$ cat src/logic/bit_op_pkg.sv
/*
 * Constants for the single-bit operation execution unit: instruction
 * field layout, sub-operation codes, status flag selects, reset values.
 * Assumes a 16-bit instruction word and seven 16-bit general registers.
 */
`default_nettype none

package bit_op_pkg;

  localparam int WORD_W = 16;

  // Instruction layout: [15:11] opcode, [10:7] function, [6:3] bit no, [2:0] reg
  localparam logic [4:0] OPCODE_BIT_OP = 5'h1f;
  localparam int OPC_HI = 15;
  localparam int OPC_LO = 11;
  localparam int FUNC_HI = 10;
  localparam int FUNC_LO = 7;
  localparam int BITNO_HI = 6;
  localparam int BITNO_LO = 3;
  localparam int REG_HI = 2;
  localparam int REG_LO = 0;

  // Function field: upper two bits pick the group, lower two the variant
  localparam logic [1:0] GRP_SKIP = 2'h0;
  localparam logic [1:0] GRP_WRITE = 2'h1;
  localparam logic [1:0] GRP_STLD = 2'h2;
  localparam logic [1:0] GRP_LOGIC = 2'h3;

  localparam logic [1:0] VAR_ZERO = 2'h0;
  localparam logic [1:0] VAR_ONE = 2'h1;
  localparam logic [1:0] VAR_INV = 2'h2;
  localparam logic [1:0] VAR_ACCUM = 2'h3;

  // Store/load group variants
  localparam logic [1:0] VAR_STORE_CLR = 2'h0;
  localparam logic [1:0] VAR_STORE_INV_SET = 2'h1;
  localparam logic [1:0] VAR_LOAD = 2'h2;
  localparam logic [1:0] VAR_LOAD_INV = 2'h3;

  // Logic group variants
  localparam logic [1:0] VAR_AND_INV = 2'h0;
  localparam logic [1:0] VAR_OR_INV = 2'h1;
  localparam logic [1:0] VAR_AND = 2'h2;
  localparam logic [1:0] VAR_OR = 2'h3;

  // Status flip-flops addressed by bit number when register select is zero
  localparam int NUM_STATUS = 6;
  localparam logic [3:0] ST_CARRY = 4'h0;
  localparam logic [3:0] ST_STATIC_OVF = 4'h1;
  localparam logic [3:0] ST_FLOAT_OVF = 4'h2;
  localparam logic [3:0] ST_ACCUM_FLAG = 4'h3;
  localparam logic [3:0] ST_DYN_OVF = 4'h4;
  localparam logic [3:0] ST_SHIFT_LINK = 4'h5;

  // Status word bit positions
  localparam int SW_CARRY = 0;
  localparam int SW_STATIC_OVF = 1;
  localparam int SW_FLOAT_OVF = 2;
  localparam int SW_ACCUM_FLAG = 3;
  localparam int SW_DYN_OVF = 4;
  localparam int SW_SHIFT_LINK = 5;

  localparam logic RST_FLAG = 1'b0;
  localparam logic [WORD_W-1:0] RST_WORD = 16'h0000;
  localparam int EXEC_CYCLES = 1;

endpackage

`default_nettype wire

$ cat src/logic/bit_op_decode.sv
/*
 * Instruction field decoder for the single-bit operation unit.
 * Purely combinational; assumes the instruction word is stable in the
 * cycle it is offered.
 */
`default_nettype none

module bit_op_decode (
  input wire logic [15:0] instr,
  output logic is_bit_op,
  output logic [1:0] grp,
  output logic [1:0] variant,
  output logic [3:0] bit_sel,
  output logic [2:0] reg_sel
);

  // Bit number field holds the index in octal followed by a zero digit
  always_comb
  begin
    is_bit_op = instr[bit_op_pkg::OPC_HI:bit_op_pkg::OPC_LO] == bit_op_pkg::OPCODE_BIT_OP;
    grp = instr[bit_op_pkg::FUNC_HI:bit_op_pkg::FUNC_HI-1];
    variant = instr[bit_op_pkg::FUNC_LO+1:bit_op_pkg::FUNC_LO];
    bit_sel = instr[bit_op_pkg::BITNO_HI:bit_op_pkg::BITNO_LO];
    reg_sel = instr[bit_op_pkg::REG_HI:bit_op_pkg::REG_LO];
  end

endmodule

`default_nettype wire

$ cat src/logic/single_bit_operation_unit.sv
/*
 * Single-bit operation execution unit: tests, writes and combines one
 * bit of a general register or a status flip-flop with a one-bit
 * accumulator flag, and requests a skip of the next instruction.
 * Assumes the sequencer offers one instruction per exec_valid pulse,
 * applies reg_wr_* in the same edge, and reads skip in that cycle.
 */
`default_nettype none

// How it works
// - Nonzero register select operates on one bit of that general register.
// - Register select zero makes bit number pick a status flip-flop instead.
// - Bit field zero is the rightmost bit; 170 octal the sign bit.
// - Bit field is the octal index followed by a zero digit.
// - A one-bit accumulator flag keeps results between instructions.
// - Function field decodes into sixteen sub-operations in four groups.
// - Skip tests: bit zero, bit one, inverted equals flag, equals flag.
// - Writes: clear, set, invert, or copy accumulator flag into the bit.
// - Stores write flag or its inverse, then clear or set the flag.
// - Loads copy bit or its inverse into the flag, bit untouched.
// - Logic ops AND or OR flag with bit or inverted bit.
// - Skip tests on carry or overflow indicators clear that indicator.
// - Instruction recognised by opcode 174000 octal, three fields.
// - Accumulator flag appears in the status word beside dynamic overflow.

module single_bit_operation_unit (
  input wire logic core_clk,
  input wire logic rst,
  input wire logic exec_valid,
  input wire logic [15:0] instr,
  input wire logic [15:0] pc_in,
  input wire logic [15:0] reg_rd_data,
  input wire logic status_wr,
  input wire logic [15:0] status_wr_data,
  input wire logic carry_set,
  input wire logic static_ovf_set,
  input wire logic float_ovf_set,
  input wire logic dyn_ovf_set,
  output logic [2:0] reg_rd_sel,
  output logic reg_wr_en,
  output logic [2:0] reg_wr_sel,
  output logic [15:0] reg_wr_data,
  output logic skip,
  output logic [15:0] pc_next,
  output logic [15:0] status_word,
  output logic accum_flag
);

  // ******************************
  // Decode
  // ******************************
  logic is_bit_op;
  logic [1:0] grp;
  logic [1:0] variant;
  logic [3:0] bit_sel;
  logic [2:0] reg_sel;

  bit_op_decode u_decode (
    .instr(instr),
    .is_bit_op(is_bit_op),
    .grp(grp),
    .variant(variant),
    .bit_sel(bit_sel),
    .reg_sel(reg_sel)
  );

  logic go;
  logic on_status;
  assign go = exec_valid && is_bit_op;
  assign on_status = reg_sel == 3'h0;
  assign reg_rd_sel = reg_sel;

  // ******************************
  // State
  // ******************************
  logic accum_flag_ff;
  logic carry_ff;
  logic static_ovf_ff;
  logic float_ovf_ff;
  logic dyn_ovf_ff;
  logic shift_link_ff;
  logic [5:0] stat_vec;

  assign stat_vec = {shift_link_ff, dyn_ovf_ff, accum_flag_ff,
                     float_ovf_ff, static_ovf_ff, carry_ff};

  function automatic logic pick_status(input logic [5:0] v, input logic [3:0] sel);
    pick_status = (sel < 4'(bit_op_pkg::NUM_STATUS)) ? v[sel[2:0]] : 1'b0;
  endfunction

  // ******************************
  // Operand and results
  // ******************************
  logic operand;
  logic new_bit;
  logic bit_wr;
  logic nxt_flag;
  logic flag_wr;
  logic cond;

  always_comb
  begin
    if (on_status)
      operand = pick_status(stat_vec, bit_sel);
    else
      operand = reg_rd_data[bit_sel];
  end

  always_comb
  begin
    new_bit = operand;
    bit_wr = 1'b0;
    nxt_flag = accum_flag_ff;
    flag_wr = 1'b0;
    cond = 1'b0;
    case (grp)
      bit_op_pkg::GRP_SKIP:
      begin
        case (variant)
          bit_op_pkg::VAR_ZERO: cond = !operand;
          bit_op_pkg::VAR_ONE: cond = operand;
          bit_op_pkg::VAR_INV: cond = (!operand) == accum_flag_ff;
          default: cond = operand == accum_flag_ff;
        endcase
      end
      bit_op_pkg::GRP_WRITE:
      begin
        bit_wr = 1'b1;
        case (variant)
          bit_op_pkg::VAR_ZERO: new_bit = 1'b0;
          bit_op_pkg::VAR_ONE: new_bit = 1'b1;
          bit_op_pkg::VAR_INV: new_bit = !operand;
          default: new_bit = accum_flag_ff;
        endcase
      end
      bit_op_pkg::GRP_STLD:
      begin
        flag_wr = 1'b1;
        case (variant)
          bit_op_pkg::VAR_STORE_CLR:
          begin
            bit_wr = 1'b1;
            new_bit = accum_flag_ff;
            nxt_flag = 1'b0;
          end
          bit_op_pkg::VAR_STORE_INV_SET:
          begin
            bit_wr = 1'b1;
            new_bit = !accum_flag_ff;
            nxt_flag = 1'b1;
          end
          bit_op_pkg::VAR_LOAD: nxt_flag = operand;
          default: nxt_flag = !operand;
        endcase
      end
      default:
      begin
        flag_wr = 1'b1;
        case (variant)
          bit_op_pkg::VAR_AND_INV: nxt_flag = accum_flag_ff & !operand;
          bit_op_pkg::VAR_OR_INV: nxt_flag = accum_flag_ff | !operand;
          bit_op_pkg::VAR_AND: nxt_flag = accum_flag_ff & operand;
          default: nxt_flag = accum_flag_ff | operand;
        endcase
      end
    endcase
  end

  // ******************************
  // Register write-back and sequencing
  // ******************************
  // Write-back is combinational so the register file updates on this edge
  always_comb
  begin
    reg_wr_en = go && bit_wr && !on_status;
    reg_wr_sel = reg_sel;
    reg_wr_data = reg_rd_data;
    reg_wr_data[bit_sel] = new_bit;
  end

  // Skip is a handshake output to the sequencer
  assign skip = go && (grp == bit_op_pkg::GRP_SKIP) && cond;
  assign pc_next = skip ? pc_in + 16'h0002 : pc_in + 16'h0001;

  // ******************************
  // Status flip-flops
  // ******************************
  logic st_hit;
  logic test_clear;
  assign st_hit = go && on_status;
  // Only carry and overflow indicators are reset by a test
  assign test_clear = st_hit && (grp == bit_op_pkg::GRP_SKIP);

  function automatic logic upd(input logic cur, input logic [3:0] idx, input logic [3:0] sel,
                               input logic hit, input logic wr, input logic nb,
                               input logic clr, input logic ev);
    logic r;
    r = cur;
    if (hit && sel == idx && wr)
      r = nb;
    if (clr && sel == idx)
      r = 1'b0;
    // Hardware set wins over an instruction's clear in the same cycle
    if (ev)
      r = 1'b1;
    upd = r;
  endfunction

  always_ff @(posedge core_clk or posedge rst)
  begin
    if (rst)
    begin
      carry_ff <= bit_op_pkg::RST_FLAG;
      static_ovf_ff <= bit_op_pkg::RST_FLAG;
      float_ovf_ff <= bit_op_pkg::RST_FLAG;
      dyn_ovf_ff <= bit_op_pkg::RST_FLAG;
      shift_link_ff <= bit_op_pkg::RST_FLAG;
    end
    else if (status_wr)
    begin
      carry_ff <= status_wr_data[bit_op_pkg::SW_CARRY];
      static_ovf_ff <= status_wr_data[bit_op_pkg::SW_STATIC_OVF];
      float_ovf_ff <= status_wr_data[bit_op_pkg::SW_FLOAT_OVF];
      dyn_ovf_ff <= status_wr_data[bit_op_pkg::SW_DYN_OVF];
      shift_link_ff <= status_wr_data[bit_op_pkg::SW_SHIFT_LINK];
    end
    else
    begin
      carry_ff <= upd(carry_ff, bit_op_pkg::ST_CARRY, bit_sel, st_hit, bit_wr, new_bit,
                      test_clear, carry_set);
      static_ovf_ff <= upd(static_ovf_ff, bit_op_pkg::ST_STATIC_OVF, bit_sel, st_hit,
                           bit_wr, new_bit, test_clear, static_ovf_set);
      float_ovf_ff <= upd(float_ovf_ff, bit_op_pkg::ST_FLOAT_OVF, bit_sel, st_hit,
                          bit_wr, new_bit, test_clear, float_ovf_set);
      dyn_ovf_ff <= upd(dyn_ovf_ff, bit_op_pkg::ST_DYN_OVF, bit_sel, st_hit, bit_wr,
                        new_bit, test_clear, dyn_ovf_set);
      shift_link_ff <= upd(shift_link_ff, bit_op_pkg::ST_SHIFT_LINK, bit_sel, st_hit,
                           bit_wr, new_bit, 1'b0, 1'b0);
    end
  end

  // Accumulator flag; as a status operand a write-group bit write lands here too, but a store's own flag update wins
  always_ff @(posedge core_clk or posedge rst)
  begin
    if (rst)
      accum_flag_ff <= bit_op_pkg::RST_FLAG;
    else if (status_wr)
      accum_flag_ff <= status_wr_data[bit_op_pkg::SW_ACCUM_FLAG];
    else if (go && flag_wr)
      accum_flag_ff <= nxt_flag;
    else if (st_hit && bit_wr && bit_sel == bit_op_pkg::ST_ACCUM_FLAG)
      accum_flag_ff <= new_bit;
  end

  always_comb
  begin
    status_word = bit_op_pkg::RST_WORD;
    status_word[5:0] = stat_vec;
  end
  assign accum_flag = accum_flag_ff;
endmodule

`default_nettype wire

$ cat config.mk
export PLATFORM = sky130hd
export DESIGN_NAME = single_bit_operation_unit
export DESIGN_NICKNAME = d
export VERILOG_FILES = /design/src/logic/bit_op_pkg.sv /design/src/logic/bit_op_decode.sv /design/src/logic/single_bit_operation_unit.sv
export SDC_FILE = /design/constraint.sdc
export NUM_CORES = 1
export LEC_CHECK = 0
export BUFFER_PORTS_ARGS = -buffer_cell sky130_fd_sc_hd__buf_2
export CORE_MARGIN = 4
export CORE_UTILIZATION = 46
export CTS_BUF_LIST = sky130_fd_sc_hd__clkbuf_4 sky130_fd_sc_hd__clkbuf_8
export CTS_CLUSTER_SIZE = 20
export DETAILED_ROUTE_END_ITERATION = 12
export PLACE_DENSITY = 0.86
export SYNTH_ARGS = -nofsm -noshare
export SYNTH_HDL_FRONTEND = slang
export SYNTH_SLANG_ARGS = --single-unit
$ cat constraint.sdc
create_clock -name core_clk -period 13.5 [get_ports core_clk]
set_clock_uncertainty 0.05 [all_clocks]
set_input_delay 2.7 -clock core_clk [delete_from_list [all_inputs] [get_ports core_clk]]
set_output_delay 2.7 -clock core_clk [all_outputs]
set_load 0.01 [all_outputs]
==> flow_metrics.tcl, run 1 <==
set metrics [dict create \
    yosysUniqueCellTypes 46 \
    drv_cap 0 \
    antenna_found_initial 0 \
    die_height_um 70.19 \
    fin_tns_setup_ns 0 \
    p_total_uw 110.4 \
    hold_start "shift_link_ff" \
    drt-pass1-iter-count 4 \
    synth_seq_area_share_pct 8.439 \
    cts_buffers 3 \
    ctsResizeCount 0 \
    die_x_um 70.19 \
    cts_tree "built" \
    synth-edff-count 0 \
    fin_util_pct 60.72 \
    r2r_cells 12 \
    diodes 0 \
    status "complete, no violations" \
    portBuffers 108 \
    powerDensity_nw_per_um2 49.31 \
    dp_hpwl_um 4235 \
    cp.arrival_ns 6.30 \
    r2r_setup_slack_ns 10.40 \
    grt_util_all_layers_pct 19.31 \
    post_cts_buffers 0 \
    holdBufCountCts 0 \
    die_area_um2 4927 \
    initial_core_util_pct 48.24 \
    io_pins 129 \
    timing.rr.start "accum_flag" \
    drt_iter0_drc 59 \
    drive_above_1_share_pct 40.98 \
    period_share_pct 67.02 \
    nNetsFinal 408 \
    overflow 0 \
    maxSlewHeadroom_pct 40.43 \
    ys.flop_type "dfrtp_1" \
    layout_setup_ws_ns 4.453 \
    cts_root_buf "clkbuf_8" \
    syn_area_um2 1779 \
    areaGrowthSynthToFinish_pct 25.88 \
    worst-setup-path-type "in2out" \
    crit_fanout 18 \
    fmax_ghz 0.1105 \
    holdWs_ns 0.5691 \
    rsz0062_at_grt "no" \
    start_kind "primary input" \
    vias_per_cell 5.501 \
    grt_max_degree 23 \
    ant_nets 0 \
    worstSetupStartpoint "instr[4]" \
    end_kind "output pin" \
    syn_avg_cell_area_um2 7.413 \
    yosysWarnings 0 \
    async_reset_ff_share_pct 100.0 \
    globalplace.congestion 0.8839 \
    drv_slew 0 \
    timing.rr.end "static_ovf_ff" \
    drc 0 \
    endpoint "pc_next[12]" \
    vias 2063 \
    grt_pass1_vias 1905 \
    clock_sinks 6 \
    syn_inst 240 \
    fp-row-count 22 \
    routed_wl_um 5116 \
    power_leakage_nw 1.031 \
    htree_levels 1 \
    clk_pin_slew_ns 0.03 \
    drt-wirelength-per-cell_um 13.64 \
    core_um2 3689 \
    yosys_register_bits 6 \
    clk_latency_ns 0.22 \
    vdd_ir_drop_max_mv 0.07805 \
    tightest_slew_ns 0.8935 \
    critical_path_required_ns 10.75 \
    hold_viol_final 0 \
    dp_slack_ns 4.431 \
    grt_pass1_wl_um 8224 \
    setup_viol 0 \
    period_needed_ns 9.047 \
    min_path_type "reg2reg" \
    clk_path_buf_depth 2 \
]
==> power breakdown <==
group | switching, mW | internal, mW | total [mW]
sequential | 0.00183 | 0.0197 | 0.0215
clock | 0.00745 | 0.0191 | 0.0266
combinational | 0.0344 | 0.0280 | 0.0624
total | 0.0436 | 0.0668 | 0.110
==> state kept, by name (all words and copies together) (netlist names) <==
name           cells
accum_flag         1
shift_link_ff      1
dyn_ovf_ff         1
float_ovf_ff       1
carry_ff           1
static_ovf_ff      1
==> logic make-up after synthesis <==
| group | share of synthesized area (%) |
|---|---|
| AO/OA/AOI/OAI | 17.16 |
| XOR/XNOR | 7.877 |
| adder cells (fa/ha/maj) | 4.922 |
| buffers and inverters | 14.63 |
| flip-flops | 8.439 |
| multiplexers | 21.45 |
| other | 0.2108 |
| AND/OR/NAND/NOR | 25.32 |
==> how the worst min path moves through the flow <==
stage,slack (ns),end,cells after the start
global placement,0.55,shift_link_ff,2
global route,0.60,shift_link_ff,2
floorplan,0.50,shift_link_ff,2
finish,0.57,shift_link_ff,2
detailed placement,0.56,shift_link_ff,2
CTS,0.57,shift_link_ff,2
==> synthesized netlist by cell type (2+ instances only) <==
cell,n,area [µm²]
a22oi_1,2,15.01
nand2_1,23,86.33
a31oi_1,3,18.77
dfrtp_1,6,150.1
nor2b_1,3,18.77
mux2_2,18,202.7
and3_1,3,18.77
buf_4,22,165.2
nand3_1,11,55.05
a21oi_1,3,15.01
ha_1,7,87.58
o31ai_1,6,45.04
clkbuf_1,7,26.28
and4_1,2,17.52
buf_2,3,15.01
mux2i_1,13,130.1
o2111ai_1,4,35.03
xor2_1,3,26.28
nand2b_1,5,31.28
inv_1,10,37.54
o21ai_0,9,45.04
a211oi_1,3,22.52
xnor2_1,13,113.9
nor3_1,10,50.05
a2111oi_0,4,35.03
nor2_1,23,86.33
or3_1,4,25.02
o211ai_1,2,15.01
==> per-layer routing <==
| layer | routed length (µm) | share of wire, % | GRT usage [%] |
|---|---|---|---|
| met1 | 2067 | 40 | 22.96 |
| met5 | 0 | 0 | 0 |
| met3 | 466 | 9.1 | 5.180 |
| met2 | 2548 | 50 | 34.94 |
| met4 | 34 | 0.66 | 3.191 |
==> critical path: stages <==
cell and delay (ns):
buf_2 0.21, mux4_2 0.54, o2111a_1 0.28, nor3_1 0.50, ha_1 0.36, xor2_1 0.13, o21ai_0 0.13, a311oi_4 0.76
mux2_2 0.42, xnor2_1 0.12, buf_2 0.14
==> layout make-up <==
cell class                 instances  area [µm²]
clock buffer                       3       41.29
inverter                          10       37.54
sequential                         6       150.1
tap                               48       60.06
fill                             347        1449
multi-input combinational        199        1403
timing repair buffer             109       548.0
==> metrics by stage <==
stage	cell area (µm²)	cells
global route	2240	375
global placement	2198	372
detailed placement	2198	372
finish	2240	375
floorplan	1813	249
CTS	2240	375
==> layout by cell type, fill, tap and decap left out, types with 2 or more instances in the layout <==
cell and n:
o31ai_1 6, nand3_1 11, inv_1 10, o211ai_1 2, clkbuf_8 3, a21oi_1 3
and3_1 3, and4_1 2, nand2_1 23, a31oi_1 3, buf_2 108, xor2_1 3
nor2_1 23, nand2b_1 5, xnor2_1 13, dfrtp_1 6, o2111ai_1 4, conb_1 10
nor2b_1 3, mux2i_1 13, a2111oi_0 4, a211oi_1 3, or3_1 4, mux2_2 18
nor3_1 10, o21ai_0 9, ha_1 7, a22oi_1 2
No activity file was read; power rests on OpenSTA's default activity.
==> run 2, diff against run 1 <==
--- a/config.mk
+++ b/config.mk
@@ -7,11 +7,11 @@
 export LEC_CHECK = 0
 export BUFFER_PORTS_ARGS = -buffer_cell sky130_fd_sc_hd__buf_2
 export CORE_MARGIN = 4
-export CORE_UTILIZATION = 46
+export CORE_UTILIZATION = 43
 export CTS_BUF_LIST = sky130_fd_sc_hd__clkbuf_4 sky130_fd_sc_hd__clkbuf_8
 export CTS_CLUSTER_SIZE = 20
 export DETAILED_ROUTE_END_ITERATION = 12
-export PLACE_DENSITY = 0.86
+export PLACE_DENSITY = 0.81
 export SYNTH_ARGS = -nofsm -noshare
 export SYNTH_HDL_FRONTEND = slang
 export SYNTH_SLANG_ARGS = --single-unit
==> constraint.sdc (replaced) <==
create_clock -name core_clk -period 9.1 [get_ports core_clk]
set_clock_uncertainty 0.05 [all_clocks]
set_input_delay 1.82 -clock core_clk [delete_from_list [all_inputs] [get_ports core_clk]]
set_output_delay 1.82 -clock core_clk [all_outputs]
set_load 0.01 [all_outputs]
==> run 2 against run 1 <==
  * First-iteration DRC count grew 86%
  * Clock power grew 52%
  * Global-route usage shrank 0.62 points
  * Sequential power grew 47%
  * Largest power group unchanged
  * Final cell count grew 0.53%
  * Largest cell class unchanged
  * Routed wire length shrank 2.8%
  * Highest routed layer unchanged
  * Die area grew 6.2%
  * Sequential share of layout area is essentially flat
  * Utilization shrank 4.7 points
  * Worst hold slack lost 0.018 ns
  * Combinational power grew 48%
  * Sequential cell count is the same
==> flow_metrics.tcl, run 2 (synthesized netlist as in run 1, its figures left out) <==
set metrics [dict create \
    routed_wl_um 4971 \
    diodes 0 \
    regArea_um2 150.1 \
    end_kind "output pin" \
    fin_util_pct 56.05 \
    hold_viol_final 0 \
    antenna_found_initial 0 \
    cts_root_buf "clkbuf_8" \
    clk_pin_slew_ns 0.04 \
    drv_cap 0 \
    portBuffers 108 \
    setup_viol 0 \
    areaGrowthSynthToFinish_pct 26.02 \
    fin_tns_setup_ns 0 \
    hold_path_depth 2 \
    crit_fanout 18 \
    tightest_slew_ns 0.8953 \
    fp-row-count 23 \
    path_buf_inv 2 \
    max_stage_delay_ns 0.76 \
    cp.arrival_ns 5.45 \
    io_pins 129 \
    grt_max_degree 23 \
    highest_layer "met4" \
    overflow 0 \
    cts_buffers 3 \
    holdBufCountCts 0 \
    dp.cells 374 \
    slowest_stage "a311oi_4" \
    layout_commonest_cell "buf_2" \
    cts_tree "built" \
    htree_levels 1 \
    globalplace.congestion 0.8900 \
    m1WireLength_um 2101 \
    clk_latency_ns 0.23 \
    post_cts_buffers 0 \
    period_needed_ns 7.318 \
    min_path_type "reg2reg" \
    n_fill_cell 388 \
    vias_per_cell 5.369 \
    die_area_um2 5231 \
    final_cells 377 \
    power_leakage_nw 1.031 \
    multi_input_area_um2 1403 \
    start_kind "primary input" \
    status "complete, no violations" \
    drt_iter0_drc 110 \
    core_um2 4000 \
    grt_util_all_layers_pct 18.69 \
    path_depth 11 \
    die_x_um 72.33 \
    clock_sinks 6 \
    nNetsFinal 408 \
    maxSlewHeadroom_pct 40.31 \
    crit_top_cell "buf_2" \
    path_delay_family "compound AO/OA/AOI/OAI gates" \
    drc 0 \
    final_cell_mix "buf_2, nand2_1, nor2_1" \
    fmax_ghz 0.1366 \
    powerDensity_nw_per_um2 73.38 \
    period_share_pct 80.42 \
    drt-pass1-iter-count 4 \
    wl_met3_um 410 \
    drt-wirelength-per-cell_um 13.19 \
    die_height_um 72.33 \
    worst-setup-path-type "in2out" \
    cp_cell_sequence "buf_2, mux4_2, o2111a_1, nor3_1, ha_1, xor2_1, o21ai_0, a311oi_4, mux2_2, xnor2_1, buf_2" \
    holdWs_ns 0.5508 \
    r2r_cells 12 \
    vdd_ir_drop_max_mv 0.08273 \
    drive_above_1_share_pct 40.98 \
    dp_hpwl_um 4145 \
    rsz0062_at_grt "no" \
    initial_core_util_pct 44.48 \
    vias 2024 \
    drv_slew 0 \
    critical_path_required_ns 7.23 \
    grt_pass1_wl_um 8045 \
    grt_pass1_vias 1859 \
    route.met2.wl_um 2417 \
    clk_path_buf_depth 2 \
    ant_nets 0 \
    ctsResizeCount 0 \
]
## run 2: cell counts in the layout (fill, tap and decap cells not counted)
Identical to the previous run, type by type.
## run 2: metrics by stage
step	cell area, µm²	power (mW)	setup WS (ns)
CTS	2242	0.1653	1.777
global placement	2201	0.1225	1.869
floorplan	1813	0.09429	2.578
global route	2242	0.1785	1.376
finish	2242	0.1645	1.782
detailed placement	2201	0.1241	1.784
## run 2: report_power, final
group / internal [mW] / total, mW / switching, mW
clock network: 0.0285 / 0.0404 / 0.0119
registers: 0.0292 / 0.0317 / 0.00251
logic: 0.0416 / 0.0924 / 0.0509
total: 0.0992 / 0.165 / 0.0653
## run 2: final timing paths
kind                            slack, ns             to          start
worst min-delay path                 0.55  shift_link_ff  shift_link_ff
worst max register to register       5.98     dyn_ovf_ff     accum_flag
max in group asynchronous            7.35       carry_ff            rst
worst max-delay path                 1.78    pc_next[12]       instr[4]
worst min register to register       0.55  shift_link_ff  shift_link_ff
min in group asynchronous            1.45     dyn_ovf_ff            rst
## run 2: worst register-to-register path, stage by stage, from the launching register on
cell and delay (ns):
dfrtp_1 0.46, mux4_1 0.53, nand2b_1 0.09, a211oi_1 0.10, nor3_1 0.50, ha_1 0.25
nand2_1 0.05, o221ai_1 0.20, nand2_1 0.07, o21ai_0 0.07, buf_4 0.25, a2111oi_0 0.14
o31ai_1 0.25
## run 2: cell type report
cell class	count	area share (%)
multi-input cells	199	62.56
repair buffers	109	24.44
well taps	50	2.790
clock buffers	3	1.842
flip-flops and latches	6	6.696
inverters	10	1.674
## run 2: routing by layer
metal | up-vias | GRT usage, %
met5 | - | 0
met4 | 0 | 4.593
met3 | 5 | 3.601
met2 | 92 | 33.67
met1 | 908 | 22.60
li1 | 1019 | -
==> run 3, diff against run 2 <==
==> constraint.sdc (replaced) <==
create_clock -name core_clk -period 7.2 [get_ports core_clk]
set_clock_uncertainty 0.05 [all_clocks]
set_input_delay 1.44 -clock core_clk [delete_from_list [all_inputs] [get_ports core_clk]]
set_output_delay 1.44 -clock core_clk [all_outputs]
set_load 0.01 [all_outputs]
==> run 3 against run 2 <==
  * Global-route usage rose by 0.38 points
  * Routed wire length grew 2.6%
  * Clock-buffer cell count is the same
  * Final cell count rose by 0.27%
  * Critical endpoint is now pc_next[10]
  * Largest power group unchanged
==> flow_metrics.tcl, run 3 (synthesized netlist as in run 1, its figures left out) <==
set metrics [dict create \
    status "complete, no violations" \
    drt_iter0_drc 99 \
    ant_nets 0 \
    period_share_pct 88.29 \
    die_x_um 72.33 \
    drt-pass1-iter-count 4 \
    cp.arrival_ns 4.87 \
    place_area_um2 2208 \
    clk_latency_ns 0.22 \
    worst-setup-path-type "in2out" \
    crit_fanout 12 \
    clk_pin_slew_ns 0.04 \
    fmax_ghz 0.1573 \
    vias 2040 \
    cts_root_buf "clkbuf_8" \
    dp_hpwl_um 4241 \
    period_needed_ns 6.357 \
    core_um2 4000 \
    regArea_um2 150.1 \
    drt-wirelength-per-cell_um 13.49 \
    start_kind "primary input" \
    power_leakage_nw 1.037 \
    rsz0062_at_grt "no" \
    drv_slew 0 \
    p_total_uw 207.8 \
    clk_path_buf_depth 2 \
    endpoint "pc_next[10]" \
    die_area_um2 5231 \
    holdBufCountCts 0 \
    critical_path_required_ns 5.71 \
    cts_buffers 3 \
    min_path_type "reg2reg" \
    n_fill_cell 364 \
    worstSetupStartpoint "instr[4]" \
    grt_pass1_vias 1946 \
    diodes 0 \
    setup_viol 0 \
    nNetsFinal 409 \
    post_cts_buffers 0 \
    layout_commonest_cell "buf_2" \
    grt_max_degree 23 \
    die_height_um 72.33 \
    timing.rr.end "dyn_ovf_ff" \
    maxSlewHeadroom_pct 58.99 \
    dp.cells 375 \
    grt_pass1_wl_um 8259 \
    final_cells 378 \
    overflow 0 \
    final_cell_mix "buf_2, nand2_1, nor2_1" \
    initial_core_util_pct 44.48 \
    io_pins 129 \
    vias_per_cell 5.397 \
    end_kind "output pin" \
    dp_slack_ns 0.8448 \
    grt_util_all_layers_pct 19.07 \
    clock_sinks 6 \
    cts_tree "built" \
    vdd_ir_drop_max_mv 0.1668 \
    fin_util_pct 56.24 \
    antenna_found_initial 0 \
    fp-row-count 23 \
    drc 0 \
    r2r_cells 12 \
    ctsResizeCount 0 \
    drive_above_1_share_pct 41.16 \
    r2r_setup_slack_ns 4.00 \
    stdcell_area_um2 2250 \
    fin_tns_setup_ns 0 \
    tightest_slew_ns 0.6104 \
    areaGrowthSynthToFinish_pct 26.44 \
    htree_levels 1 \
    hold_viol_final 0 \
    powerDensity_nw_per_um2 92.35 \
    timing.rr.start "accum_flag" \
    layout_setup_ws_ns 0.8434 \
    drv_cap 0 \
    globalplace.congestion 0.8791 \
    routed_wl_um 5099 \
    holdWs_ns 0.5719 \
    multi_input_area_um2 1403 \
    portBuffers 108 \
]
## run 3: layer usage
| metal | vias up | global-route usage, % | routed length (µm) |
|---|---|---|---|
| met2 | 102 | 35.59 | 2573 |
| li1 | 1017 | - | - |
| met5 | - | 0 | 0 |
| met1 | 915 | 22.62 | 2001 |
| met4 | 0 | 2.923 | 44 |
| met3 | 6 | 3.878 | 478 |
## run 3: worst min path at each step
| stage | from | end | slack, ns | cells after the start |
|---|---|---|---|---|
| after floorplan | shift_link_ff | shift_link_ff | 0.50 | 2 |
| after global placement | shift_link_ff | shift_link_ff | 0.53 | 2 |
| after detailed placement | shift_link_ff | shift_link_ff | 0.57 | 2 |
| after CTS | shift_link_ff | shift_link_ff | 0.58 | 2 |
| after global routing | static_ovf_ff | static_ovf_ff | 0.62 | 2 |
| final | shift_link_ff | shift_link_ff | 0.57 | 2 |
## run 3: cell type report
type	count	area share, %
clock buffers	3	1.835
inverters	10	1.669
multi-input cells	199	62.35
flip-flops and latches	6	6.674
well taps	50	2.781
repair buffers	110	24.69
## run 3: power breakdown
group	total [mW]	switching [mW]	internal, mW	leakage (nW)
sequential	0.0400	0.00316	0.0369	0.0692
clock	0.0503	0.0144	0.0359	0.0216
combinational	0.117	0.0649	0.0525	0.946
total	0.208	0.0825	0.125	1.04
## run 3: critical path, stage by stage
cell and delay [ns]:
buf_2 0.20, mux4_2 0.52, o2111a_1 0.28, nor3_1 0.54
ha_1 0.36, xor2_1 0.12, o21ai_0 0.13, a311oi_4 0.45
buf_4 0.28, mux2i_1 0.23, xor2_1 0.17, buf_2 0.15
